$ cat src/core/bit_branch_exec_defines.vh
// Opcode, operand-kind, length and cycle-cost constants of the exec unit
`ifndef BIT_BRANCH_EXEC_DEFINES_VH
`define BIT_BRANCH_EXEC_DEFINES_VH

// Operation classes on op_code
`define OP_BRANCH_IF_BIT_SET      4'h0
`define OP_BRANCH_IF_BIT_CLEAR    4'h1
`define OP_TEST_BRANCH_AND_CLEAR  4'h2
`define OP_DECREMENT_BRANCH_NZ    4'h3
`define OP_BANK_SELECT            4'h4
`define OP_IDLE_INSTR             4'h5
`define OP_IRQ_ENABLE             4'h6
`define OP_IRQ_MASK               4'h7
`define OP_HALT                   4'h8
`define OP_STANDBY                4'h9

// Operand kinds on operand_kind, also the write-back target code
`define KIND_SADDR                3'h0
`define KIND_SFR                  3'h1
`define KIND_ACC                  3'h2
`define KIND_STATUS_WORD          3'h3
`define KIND_POINTER              3'h4
`define KIND_REG_B                3'h5
`define KIND_REG_C                3'h6

// Instruction lengths in bytes
`define LEN_1                     3'h1
`define LEN_2                     3'h2
`define LEN_3                     3'h3
`define LEN_4                     3'h4

// Cycle costs: first figure internal high-speed RAM, second other area
`define CYC_2                     6'h02
`define CYC_4                     6'h04
`define CYC_6                     6'h06
`define CYC_8                     6'h08
`define CYC_9                     6'h09
`define CYC_10                    6'h0A
`define CYC_11                    6'h0B
`define CYC_12                    6'h0C

`endif

$ cat src/core/exec_cycle_timer.v
// Down-counter that holds the unit busy for a given number of clocks
`timescale 1ns/1ns
`default_nettype none
module exec_cycle_timer (
  input  wire       sys_clk,
  input  wire       reset_n,
  input  wire       load,
  input  wire [5:0] cycles,
  output reg        busy,
  output wire       expire
);
  reg [5:0] remain;

  // Last busy clock of the instruction
  assign expire = busy && (remain == 6'h01);

  always @(posedge sys_clk or negedge reset_n) begin
    if (!reset_n) begin
      remain <= 6'h00;
      busy   <= 1'b0;
    end else if (load) begin
      remain <= cycles;
      busy   <= (cycles != 6'h00);
    end else if (busy) begin
      remain <= remain - 6'h01;
      busy   <= (remain != 6'h01);
    end
  end
endmodule
`default_nettype wire

$ cat src/core/bit_branch_eval.v
// Bit test, loop decrement, write-back data and branch target arithmetic
`timescale 1ns/1ns
`default_nettype none
`include "bit_branch_exec_defines.vh"
module bit_branch_eval (
  input  wire [3:0]  op_code,
  input  wire [2:0]  bit_sel,
  input  wire [7:0]  operand_byte,
  input  wire [7:0]  rel_offset8,
  input  wire [15:0] pc_in,
  input  wire [2:0]  instr_length,
  output reg         branch_taken,
  output reg         write_back,
  output reg  [7:0]  write_data,
  output wire [15:0] fall_through_pc,
  output wire [15:0] branch_target_pc
);
  wire       tested_bit;
  wire [7:0] decremented;

  function [15:0] pc_plus;
    input [15:0] base;
    input [15:0] delta;
    begin
      pc_plus = base + delta;
    end
  endfunction

  assign tested_bit  = operand_byte[bit_sel];
  assign decremented = operand_byte - 8'h01;
  assign fall_through_pc = pc_plus(pc_in, {13'h0000, instr_length});
  // RL20 signed displacement add
  assign branch_target_pc = pc_plus(fall_through_pc,
                                    {{8{rel_offset8[7]}}, rel_offset8});

  always @* begin
    branch_taken = 1'b0;
    write_back   = 1'b0;
    write_data   = operand_byte;
    case (op_code)
      `OP_BRANCH_IF_BIT_SET: begin
        branch_taken = tested_bit;
      end
      `OP_BRANCH_IF_BIT_CLEAR: begin
        branch_taken = !tested_bit;
      end
      `OP_TEST_BRANCH_AND_CLEAR: begin
        // RL11 clear only when set
        branch_taken = tested_bit;
        write_back   = tested_bit;
        write_data   = operand_byte & ~(8'h01 << bit_sel);
      end
      `OP_DECREMENT_BRANCH_NZ: begin
        // RL16 decrement before test
        write_back   = 1'b1;
        write_data   = decremented;
        branch_taken = (decremented != 8'h00);
      end
      default: begin
        branch_taken = 1'b0;
      end
    endcase
  end
endmodule
`default_nettype wire

$ cat src/core/bit_branch_cpu_control_exec.v
// Execution of bit branches, loop branches and CPU control operations
//
// Behaviour
// RL1 - One instruction clock equals one sys_clk period.
// RL2 - First cost for high-speed RAM or no data, second otherwise.
// RL3 - Set-test on short direct bit: 3 bytes, 8/9 clocks, PC+3+disp.
// RL4 - Set-test on status word bit: 3 bytes, 9 clocks, PC+3+disp.
// RL5 - Set-test on accumulator bit: 3 bytes, 8 clocks, PC+3+disp.
// RL6 - Set-test on pointer bit: 3 bytes, 10 or 11+n clocks.
// RL7 - Set-test on special register bit: 4 bytes, 11 clocks, PC+4+disp.
// RL8 - Clear-test on short direct bit: 4 bytes, 10/11 clocks, PC+4+disp.
// RL9 - Clear-test on special register bit: 4 bytes, 11 clocks.
// RL10 - Clear-test on status word bit: 4 bytes, 11 clocks.
// RL11 - Test-and-clear short direct bit: 4 bytes, 10/12, clears when set.
// RL12 - Test-and-clear special register bit: 4 bytes, 12 clocks.
// RL13 - Test-and-clear accumulator bit: 3 bytes, 8 clocks.
// RL14 - Test-and-clear status word bit: 4 bytes, 12, flags may change.
// RL15 - Test-and-clear pointer bit: 3 bytes, 10 or 12+n+m clocks.
// RL16 - Loop on B or C: 2 bytes, 6 clocks, decrement then test.
// RL17 - Loop on short direct byte: 3 bytes, 8/10 clocks.
// RL18 - Interrupt enable: 2 bytes, 6 clocks, sets master flag.
// RL19 - Interrupt mask: 2 bytes, 6 clocks, clears master flag.
// RL20 - Displacement is signed, added to next instruction address.
// RL21 - Bank select 2 bytes 4 clocks; idle 1 byte 2 clocks.
// RL22 - Halt and standby: 2 bytes, 6 clocks, enter their modes.
`timescale 1ns/1ns
`default_nettype none
`include "bit_branch_exec_defines.vh"
module bit_branch_cpu_control_exec (
  input  wire        sys_clk,
  input  wire        reset_n,
  input  wire        start,
  input  wire [3:0]  op_code,
  input  wire [2:0]  operand_kind,
  input  wire [2:0]  bit_sel,
  input  wire [7:0]  rel_offset8,
  input  wire [15:0] pc_in,
  input  wire [7:0]  operand_byte,
  input  wire        in_hs_ram,
  input  wire [3:0]  read_waits,
  input  wire [3:0]  write_waits,
  input  wire [1:0]  bank_num,
  input  wire        wake,
  output wire        ready,
  output wire        busy,
  output reg         reject,
  output reg         done,
  output reg         branch_taken,
  output reg  [15:0] next_pc,
  output reg  [2:0]  instr_length,
  output reg  [5:0]  cycle_cost,
  output reg         wr_en,
  output reg  [2:0]  wr_target,
  output reg  [7:0]  wr_data,
  output reg         irq_master_flag,
  output reg  [1:0]  bank_pick_bits,
  output reg         halt_mode,
  output reg         stop_mode
);
  // Run states, one-hot
  localparam ST_IDLE = 3'b001;
  localparam ST_RUN  = 3'b010;
  localparam ST_PARK = 3'b100;

  reg  [2:0]  state;
  reg  [2:0]  next_state;

  // Decoded cost of the offered instruction
  reg  [2:0]  dec_length;
  reg  [5:0]  dec_cycles;
  reg         dec_legal;

  // Evaluation results of the offered instruction
  wire        eval_taken;
  wire        eval_write;
  wire [7:0]  eval_data;
  wire [15:0] eval_fall;
  wire [15:0] eval_target;

  // Held for the length of the instruction
  reg  [3:0]  held_op;
  reg  [2:0]  held_kind;
  reg  [1:0]  held_bank;
  reg         held_taken;
  reg         held_write;
  reg  [7:0]  held_data;
  reg  [15:0] held_pc;
  reg  [2:0]  held_length;
  reg  [5:0]  held_cycles;

  wire        accept;
  wire        expire;

  // Slow-area cost with waits added, capped at the counter width
  function [5:0] slow_cost;
    input [5:0] base;
    input [3:0] n_waits;
    input [3:0] m_waits;
    reg   [6:0] sum;
    begin
      sum = {1'b0, base} + {3'h0, n_waits} + {3'h0, m_waits};
      slow_cost = sum[6] ? 6'h3F : sum[5:0];
    end
  endfunction

  // RL2 area picks figure
  function [5:0] area_cost;
    input       fast;
    input [5:0] fast_cycles;
    input [5:0] slow_cycles;
    begin
      area_cost = fast ? fast_cycles : slow_cycles;
    end
  endfunction

  // Length and cost table
  always @* begin
    dec_length = `LEN_1;
    dec_cycles = `CYC_2;
    dec_legal  = 1'b1;
    case (op_code)
      `OP_BRANCH_IF_BIT_SET: begin
        case (operand_kind)
          `KIND_SADDR: begin
            // RL3 short direct set-test
            dec_length = `LEN_3;
            dec_cycles = area_cost(in_hs_ram, `CYC_8, `CYC_9);
          end
          `KIND_SFR: begin
            // RL7 special register set-test
            dec_length = `LEN_4;
            dec_cycles = `CYC_11;
          end
          `KIND_ACC: begin
            // RL5 accumulator set-test
            dec_length = `LEN_3;
            dec_cycles = `CYC_8;
          end
          `KIND_STATUS_WORD: begin
            // RL4 status word set-test
            dec_length = `LEN_3;
            dec_cycles = `CYC_9;
          end
          `KIND_POINTER: begin
            // RL6 pointer set-test
            dec_length = `LEN_3;
            dec_cycles = area_cost(in_hs_ram, `CYC_10,
                                   slow_cost(`CYC_11, read_waits, 4'h0));
          end
          default: begin
            dec_legal = 1'b0;
          end
        endcase
      end
      `OP_BRANCH_IF_BIT_CLEAR: begin
        case (operand_kind)
          `KIND_SADDR: begin
            // RL8 short direct clear-test
            dec_length = `LEN_4;
            dec_cycles = area_cost(in_hs_ram, `CYC_10, `CYC_11);
          end
          `KIND_SFR: begin
            // RL9 special register clear-test
            dec_length = `LEN_4;
            dec_cycles = `CYC_11;
          end
          `KIND_ACC: begin
            dec_length = `LEN_3;
            dec_cycles = `CYC_8;
          end
          `KIND_STATUS_WORD: begin
            // RL10 four bytes here
            dec_length = `LEN_4;
            dec_cycles = `CYC_11;
          end
          `KIND_POINTER: begin
            dec_length = `LEN_3;
            dec_cycles = area_cost(in_hs_ram, `CYC_10,
                                   slow_cost(`CYC_11, read_waits, 4'h0));
          end
          default: begin
            dec_legal = 1'b0;
          end
        endcase
      end
      `OP_TEST_BRANCH_AND_CLEAR: begin
        case (operand_kind)
          `KIND_SADDR: begin
            // RL11 short direct test-and-clear
            dec_length = `LEN_4;
            dec_cycles = area_cost(in_hs_ram, `CYC_10, `CYC_12);
          end
          `KIND_SFR: begin
            // RL12 special register test-and-clear
            dec_length = `LEN_4;
            dec_cycles = `CYC_12;
          end
          `KIND_ACC: begin
            // RL13 accumulator test-and-clear
            dec_length = `LEN_3;
            dec_cycles = `CYC_8;
          end
          `KIND_STATUS_WORD: begin
            // RL14 status word test-and-clear
            dec_length = `LEN_4;
            dec_cycles = `CYC_12;
          end
          `KIND_POINTER: begin
            // RL15 pointer test-and-clear
            dec_length = `LEN_3;
            dec_cycles = area_cost(in_hs_ram, `CYC_10,
                           slow_cost(`CYC_12, read_waits, write_waits));
          end
          default: begin
            dec_legal = 1'b0;
          end
        endcase
      end
      `OP_DECREMENT_BRANCH_NZ: begin
        case (operand_kind)
          `KIND_REG_B, `KIND_REG_C: begin
            // RL16 register loop cost
            dec_length = `LEN_2;
            dec_cycles = `CYC_6;
          end
          `KIND_SADDR: begin
            // RL17 memory loop cost
            dec_length = `LEN_3;
            dec_cycles = area_cost(in_hs_ram, `CYC_8, `CYC_10);
          end
          default: begin
            dec_legal = 1'b0;
          end
        endcase
      end
      `OP_BANK_SELECT: begin
        // RL21 bank select cost
        dec_length = `LEN_2;
        dec_cycles = `CYC_4;
      end
      `OP_IDLE_INSTR: begin
        // RL21 idle cost
        dec_length = `LEN_1;
        dec_cycles = `CYC_2;
      end
      `OP_IRQ_ENABLE, `OP_IRQ_MASK, `OP_HALT, `OP_STANDBY: begin
        // RL18 control ops cost
        dec_length = `LEN_2;
        dec_cycles = `CYC_6;
      end
      default: begin
        dec_legal = 1'b0;
      end
    endcase
  end

  bit_branch_eval u_eval (
    .op_code          (op_code),
    .bit_sel          (bit_sel),
    .operand_byte     (operand_byte),
    .rel_offset8      (rel_offset8),
    .pc_in            (pc_in),
    .instr_length     (dec_length),
    .branch_taken     (eval_taken),
    .write_back       (eval_write),
    .write_data       (eval_data),
    .fall_through_pc  (eval_fall),
    .branch_target_pc (eval_target)
  );

  // RL1 one clock per cycle
  exec_cycle_timer u_timer (
    .sys_clk (sys_clk),
    .reset_n (reset_n),
    .load    (accept),
    .cycles  (dec_cycles),
    .busy    (busy),
    .expire  (expire)
  );

  // Halted or stopped core takes nothing until woken
  assign ready  = state[0];
  assign accept = ready && start && dec_legal;

  always @* begin
    next_state = state;
    case (state)
      ST_IDLE: begin
        if (accept) begin
          next_state = ST_RUN;
        end
      end
      ST_RUN: begin
        if (expire) begin
          next_state = (held_op == `OP_HALT || held_op == `OP_STANDBY)
                       ? ST_PARK : ST_IDLE;
        end
      end
      ST_PARK: begin
        if (wake) begin
          next_state = ST_IDLE;
        end
      end
      default: begin
        next_state = ST_IDLE;
      end
    endcase
  end

  always @(posedge sys_clk or negedge reset_n) begin
    if (!reset_n) begin
      state       <= ST_IDLE;
      held_op     <= `OP_IDLE_INSTR;
      held_kind   <= `KIND_SADDR;
      held_bank   <= 2'h0;
      held_taken  <= 1'b0;
      held_write  <= 1'b0;
      held_data   <= 8'h00;
      held_pc     <= 16'h0000;
      held_length <= `LEN_1;
      held_cycles <= `CYC_2;
    end else begin
      state <= next_state;
      if (accept) begin
        held_op     <= op_code;
        held_kind   <= operand_kind;
        held_bank   <= bank_num;
        held_taken  <= eval_taken;
        held_write  <= eval_write;
        held_data   <= eval_data;
        // RL3 taken picks target
        held_pc     <= eval_taken ? eval_target : eval_fall;
        held_length <= dec_length;
        held_cycles <= dec_cycles;
      end
    end
  end

  // Results become visible only once the whole cost has elapsed
  always @(posedge sys_clk or negedge reset_n) begin
    if (!reset_n) begin
      reject          <= 1'b0;
      done            <= 1'b0;
      branch_taken    <= 1'b0;
      next_pc         <= 16'h0000;
      instr_length    <= `LEN_1;
      cycle_cost      <= `CYC_2;
      wr_en           <= 1'b0;
      wr_target       <= `KIND_SADDR;
      wr_data         <= 8'h00;
      irq_master_flag <= 1'b0;
      bank_pick_bits  <= 2'h0;
      halt_mode       <= 1'b0;
      stop_mode       <= 1'b0;
    end else begin
      reject <= ready && start && !dec_legal;
      done   <= expire;
      // RL14 whole byte rewritten
      wr_en  <= expire && held_write;
      if (expire) begin
        branch_taken <= held_taken;
        next_pc      <= held_pc;
        instr_length <= held_length;
        cycle_cost   <= held_cycles;
        wr_target    <= held_kind;
        wr_data      <= held_data;
        case (held_op)
          `OP_IRQ_ENABLE: begin
            // RL18 master flag set
            irq_master_flag <= 1'b1;
          end
          `OP_IRQ_MASK: begin
            // RL19 master flag cleared
            irq_master_flag <= 1'b0;
          end
          `OP_BANK_SELECT: begin
            // RL21 bank bits loaded
            bank_pick_bits <= held_bank;
          end
          `OP_HALT: begin
            // RL22 enter halt
            halt_mode <= 1'b1;
          end
          `OP_STANDBY: begin
            // RL22 enter stop
            stop_mode <= 1'b1;
          end
          default: begin
            halt_mode <= halt_mode;
          end
        endcase
      end else if (state[2] && wake) begin
        halt_mode <= 1'b0;
        stop_mode <= 1'b0;
      end
    end
  end
endmodule
`default_nettype wire

$ cat config.mk
export PLATFORM = sky130hd
export DESIGN_NAME = bit_branch_cpu_control_exec
export DESIGN_NICKNAME = d
export VERILOG_FILES = /design/src/core/exec_cycle_timer.v /design/src/core/bit_branch_eval.v /design/src/core/bit_branch_cpu_control_exec.v
export VERILOG_INCLUDE_DIRS = /design/src /design/src/core
export SDC_FILE = /design/constraint.sdc
export NUM_CORES = 1
export LEC_CHECK = 0
export BUFFER_PORTS_ARGS = -buffer_cell sky130_fd_sc_hd__buf_2
export CORE_MARGIN = 3
export CORE_UTILIZATION = 60
export DETAILED_ROUTE_END_ITERATION = 8
export MAX_ROUTING_LAYER = met4
export PLACE_DENSITY_LB_ADDON = 0.2
export SETUP_SLACK_MARGIN = 0.05
export SKIP_LAST_GASP = 1
export SYNTH_ARGS = -nofsm -noshare
export SYNTH_HDL_FRONTEND = slang
export SYNTH_SLANG_ARGS = --single-unit
$ cat constraint.sdc
create_clock -name sys_clk -period 4.9 [get_ports sys_clk]
set_input_delay 0.49 -clock sys_clk [delete_from_list [all_inputs] [get_ports sys_clk]]
set_output_delay 0.49 -clock sys_clk [all_outputs]
set_load 0.05 [all_outputs]
; Word-level counts from Yosys, hierarchy flattened
; Index checks and enable logic that the tools add are counted.
[word_totals]
ff_bits = 99
inputBits = 57
elab_cells = 141
[op_classes]
add_sub_neg = 7
magnitude_cmp = 1
n_eq_ne = 30
n_shift = 1
mux = 41
bitwise = 2
reduce_logical = 34
[ops]
columns = operator, count
row1 = $pmux W6 S4, 2
row2 = $mux W6, 6
row3 = $pmux W6 S6, 1
row4 = $pmux W6 S5, 1
row5 = $eq A4 B3 Y1 const B, 7
row6 = $add A16 B16 Y16, 1
row7 = $add A16 B3 Y16, 1
row8 = $eq A4 B4 Y1 const B, 4
row9 = $mux W16, 1
row10 = $pmux W8 S2, 1
row11 = $mux W3, 5
row12 = $eq A3 B3 Y1 const B, 4
row13 = $mux W1, 12
row14 = $pmux W3 S2, 2
row15 = $pmux W3 S4, 1
row16 = $add A4 B4 Y5 const A, 2
row17 = $reduce_or A2 Y1, 5
row18 = $reduce_or A5 Y1, 2
row19 = $eq A3 B2 Y1 const B, 3
row20 = $pmux W3 S3, 1
row21 = $reduce_or A3 Y1, 3
row22 = $and A8 B8 Y8, 1
row23 = $eq A4 B2 Y1 const B, 2
row24 = $not A8 Y8, 1
row25 = other kinds (29), 47

; Longest topological paths before layout
[logic_depth]
depth_word = 8
depth_mapped = 23
depth_no_buf = 21

; Cells and area by module
; A second synthesis with hierarchy kept.
[unflattened]
hier_cells = 583
area_unflattened_um2 = 6343.6
[by_module_without_submodules]
columns = module, instances, cells_each, area_each_um2
row1 = bit_branch_cpu_control_exec, 1, 344, 4513.1
row2 = bit_branch_eval, 1, 193, 1403.8
row3 = exec_cycle_timer, 1, 46, 426.7

; Worst setup path after synthesis
; OpenSTA, ideal clock, no wires.
[synth_path]
kind = input to register
from = input port op_code[2]
to = register held_pc[12]
setup_time_ns = 0.126
arrival_ns = 4.254
required_time_ns = 4.774
setup_slack_ns = 0.520
cell_stages = 17
path_cell_list = clkbuf_1 nor2_1 nand2_1 a2111oi_0 ha_1 a21oi_1 and2_1 nor3b_1 xor2_1 ha_1 a2111oi_0 o21ai_1 a41oi_2 o21bai_1 a21oi_1 xnor2_1 a221o_1
[synth_via]
elab_chain_cells = 6
elab_cells_between_ends = 22
[synth_rtl]
columns = item, line
row1 = start: declaration, bit_branch_cpu_control_exec.v:33  ; input wire [3:0] op_code,
row2 = "$eq A4 B3 Y1, or another cell as far along", bit_branch_cpu_control_exec.v:121  ; case (op_code)
row3 = $reduce_or A5 Y1 (no line) or $reduce_or A2 Y1 (tied branches), -
row4 = $pmux W3 S4 (*), bit_branch_cpu_control_exec.v:121
row5 = via dec_length[2], bit_branch_cpu_control_exec.v:69  ; reg [2:0] dec_length;
row6 = $add A16 B3 Y16 (*), bit_branch_eval.v:25  ; pc_plus = base + delta;
row7 = $add A16 B16 Y16, bit_branch_eval.v:25
row8 = $mux W16 (*), bit_branch_cpu_control_exec.v:332  ; held_pc <= eval_taken ? eval_target : eval_fall;
row9 = end signal: assignment, bit_branch_cpu_control_exec.v:332
row10 = end: declaration, bit_branch_cpu_control_exec.v:87  ; reg [15:0] held_pc;
; The timed path passes the listed nets; every way through them passes the cells marked *.
; A chain may end at the register's enable or synchronous reset.

; Worst setup path after layout
[layout_path]
from = input port op_code[1]
to = register held_pc[12]
; Same word-level chain as after synthesis.

==> impl_results.md <==
- DRT iter0 DRCs: 505
- CP required: 5.16 ns
- Clk sinks: about 100
- Worst Skew: 0.0129 ns
- Global route overflow: 0
- Die Y: 108 µm
- Post-DP HPWL: 11800 µm
- Die width: 108 µm
- Fmax: 0.227 GHz
- Number of fill cells in the layout: 823
- WL final: 16000 µm
- Initial Util: a little over three fifths
- Tot Pwr: 1.75 mW
- PnR worst setup slack: slightly below 0.5 ns
- Total power divided by cell area: 249 mW/mm²
- First drt pass iteration count: 5
- CTS tree: done
- Tmin final: ~4.4 ns
- Vias in the first global route: roughly 5400
- RSZ-0062 raised after global routing: no
- Cells after Synth: 747
- Core area: 0.00991 mm²
- Startpoint types: input port
- CP cell instances: buf_2, nor2_1, nand2_1, a2111oi_0, buf_4, ha_1, a21oi_1, and2_1, nor3b_1, xor2_1, ha_1, a2111oi_0, o21ai_1, a41oi_2, o21bai_1, a21oi_1, xnor2_1, a221o_1
- Clock transition at path regs: 0.10 ns
- Share of cells above drive strength 1: 17.9%
- Worst path max stage delay: 0.46 ns
- Via count: ~5700
- Largest net degree at the start of global routing: 58
- CTS Buf Count: 9
- Yosys cell types: 63
- Root Buffer: clkbuf_8
- CP Buf/Inv Count: 2
- Pleak: 3.57 nW
- Routed wire per std cell: 16.4 µm
- Die area: 0.0116 mm²
- # setup viols final: 0
- First-pass GRT wire length: around 26000 µm
- CTS H-tree lvls: 3
- Slew HR: around 36%
- Gr usage total: around 29%
- CP Depth: 18
- Synthesis Warnings: 0
- # hold bufs at CTS: 0
- Sequential area share after synthesis: 40.1%
- RePlAce Congestion: a little over 0.9
- Post-Syn Nets: 838
- Slew @ Worst Pin: about 0.96 ns
- Critical Path AT: 4.67 ns
- Postcts setup bufs: 0
- Mapped Avg Cell Area: roughly 8.3 µm²
- Critical Setup Path Class: input port to flip-flop
- Hold Crit Class: input port to async pin
- Ys async rst share: 100%
- Crit Path Max Fanout: 16
- Status: complete, no violations
- Setup crit end kind: flip-flop
- EDFF count, synth: 0
- Layout area overhead: 13.5%
- Mapped cell area: between 0.006 and 0.007 mm²
- Antenna Violating Nets Remaining: 0
- #FFs+latches synth: 99
- Worst path slowest cell: a2111oi_0
- Ys flop type: dfrtp_1
- # rows: 36
- I/O Buffers: 103
- Worst Reg-to-Reg Cells: 9
- Initial antenna violation count: 1
- Setup Slack @ Placement: 0.195 ns
- CTS max path bufs: 2
- Family with the most delay on the worst path: compound AO/OA/AOI/OAI gates
- Max VDD drop: around 0.13 mV
- Final nets: 926
- TNS Setup: 0 ns
- Fin. Hold Viols: 0
- # DRC: 0
- IO Pins: 104
- Final slew viol count: 0
- Period utilisation layout: 90.0%
- Vias/cell: 5.86
- Clk Latency, worst-skew pair: 0.38 ns
- WHS: 0.168 ns
- Final core occ: 71.1%
- Max_cap viols: 0
[what timing repair did]
action / in CTS / in global routing
setup endpoints to repair: 0 / 1
hold endpoints to repair: 0 / 0
gates resized for setup: 0 / 1
[state kept, by name (all words and copies together), names as in the netlist, 2 cells and up]
name            flops
held_pc            16
state               3
next_pc            16
held_data           8
wr_data             8
instr_length        3
held_length         3
held_cycles         6
held_kind           3
u_timer.remain      6
bank_pick_bits      2
wr_target           3
held_bank           2
held_op             4
cycle_cost          6
[layer usage]
layer / vias to the layer above / routed length (µm) / global-route usage, %
met5: - / 0 / -
met4: 0 / 334 / 10.8
met3: 31 / 892 / 4.20
met2: 184 / 7600 / 44.8
met1: 2747 / 7160 / 39.3
li1: 2743 / - / -
[cells in the mapped netlist (all sizes together) (12+ instances only)]
master	n	area, µm²
inv	27	101
xor2	16	140
buf	15	90.1
xnor2	19	166
ha	31	388
mux2i	12	120
nand2b	13	81.3
o21ai	58	290
nor2	43	161
nand3	16	80.1
clkbuf	22	82.6
dfrtp	92	2300
a21oi	44	224
a21o	12	90.1
nor3	13	65.1
nand2	192	721
[cells by family after synthesis]
group | after synthesis | share of synthesized area (%)
and+or+nand+nor | 326 | 23.2
AOI/OAI and AO/OA | 172 | 17.3
DFF | 99 | 40.1
buffers and inverters | 64 | 4.42
xor gates and xnor gates | 35 | 4.94
adders and majority gates | 35 | 7.40
muxes | 16 | 2.66
[cells in the final DEF (no fill, tap or decap), drive strengths merged, types with 5 or more instances in the layout]
cell type  synthesis  routed
buf               15     114
clkbuf            22      11
a211oi             9       9
nor3              13      13
dfrtp             92      92
nor2b              9       9
a21o              12      12
dfstp              7       7
nor2              43      43
a31oi             11      11
nand2            192     192
mux2i             12      12
ha                31      31
nand3             16      16
nand2b            13      13
or2                6       6
and2               7       7
xnor2             19      19
o21ai             58      58
a21oi             44      44
nand4              5       5
o31ai              6       6
xor2              16      16
inv               27      29
[report_power, final]
group / switching (mW) / leakage [nW] / internal [mW] / total (mW)
Combinational: 0.199 / 2.15 / 0.130 / 0.329
Clock: 0.302 / 0.111 / 0.306 / 0.608
Sequential: 0 / 1.31 / 0.817 / 0.817
Total: 0.500 / 3.57 / 1.25 / 1.75
[worst register-to-register path, stage by stage, from the launching register on]
cell and delay, ns:
dfrtp_1 0.41, inv_1 0.09, ha_1 0.14, nand2b_1 0.05, nor4_1 0.28, nand2_1 0.13
inv_1 0.31, buf_4 0.42, nand4b_1 0.25, mux2_2 0.33
[worst paths after layout]
| path | startpoint | slack, ns | to |
|---|---|---|---|
| hold / removal | reset_n | 0.17 | held_cycles[3] |
| setup reg to reg | u_timer.remain[1] | 2.40 | bank_pick_bits[0] |
| hold reg to reg | cycle_cost[1] | 0.47 | cycle_cost[1] |
| max in group asynchronous | reset_n | 3.71 | held_op[2] |
| min in group sys_clk | bank_num[0] | 0.31 | held_bank[0] |
| setup / recovery | op_code[1] | 0.49 | held_pc[12] |
[layout make-up]
| type | count | area [µm²] | area share, % |
|---|---|---|---|
| multi-input cells | 584 | 3460 | 49.1 |
| flip-flops and latches | 99 | 2490 | 35.3 |
| repair buffers | 114 | 601 | 8.53 |
| well taps | 133 | 166 | 2.36 |
| clock buffers | 11 | 141 | 2.01 |
| inverters | 27 | 101 | 1.44 |
| clock inverters | 5 | 85.1 | 1.21 |
| diodes | 1 | 2.50 | 0.0355 |
[through the flow]
step           std cells  cell area (µm²)
2_1_floorplan        747             6200
3_3_place_gp         957             6810
3_5_place_dp         957             6810
4_1_cts              973             7040
5_1_grt              974             7040
6_report             974             7040
Note: power is estimated with default switching activity, not from simulation.
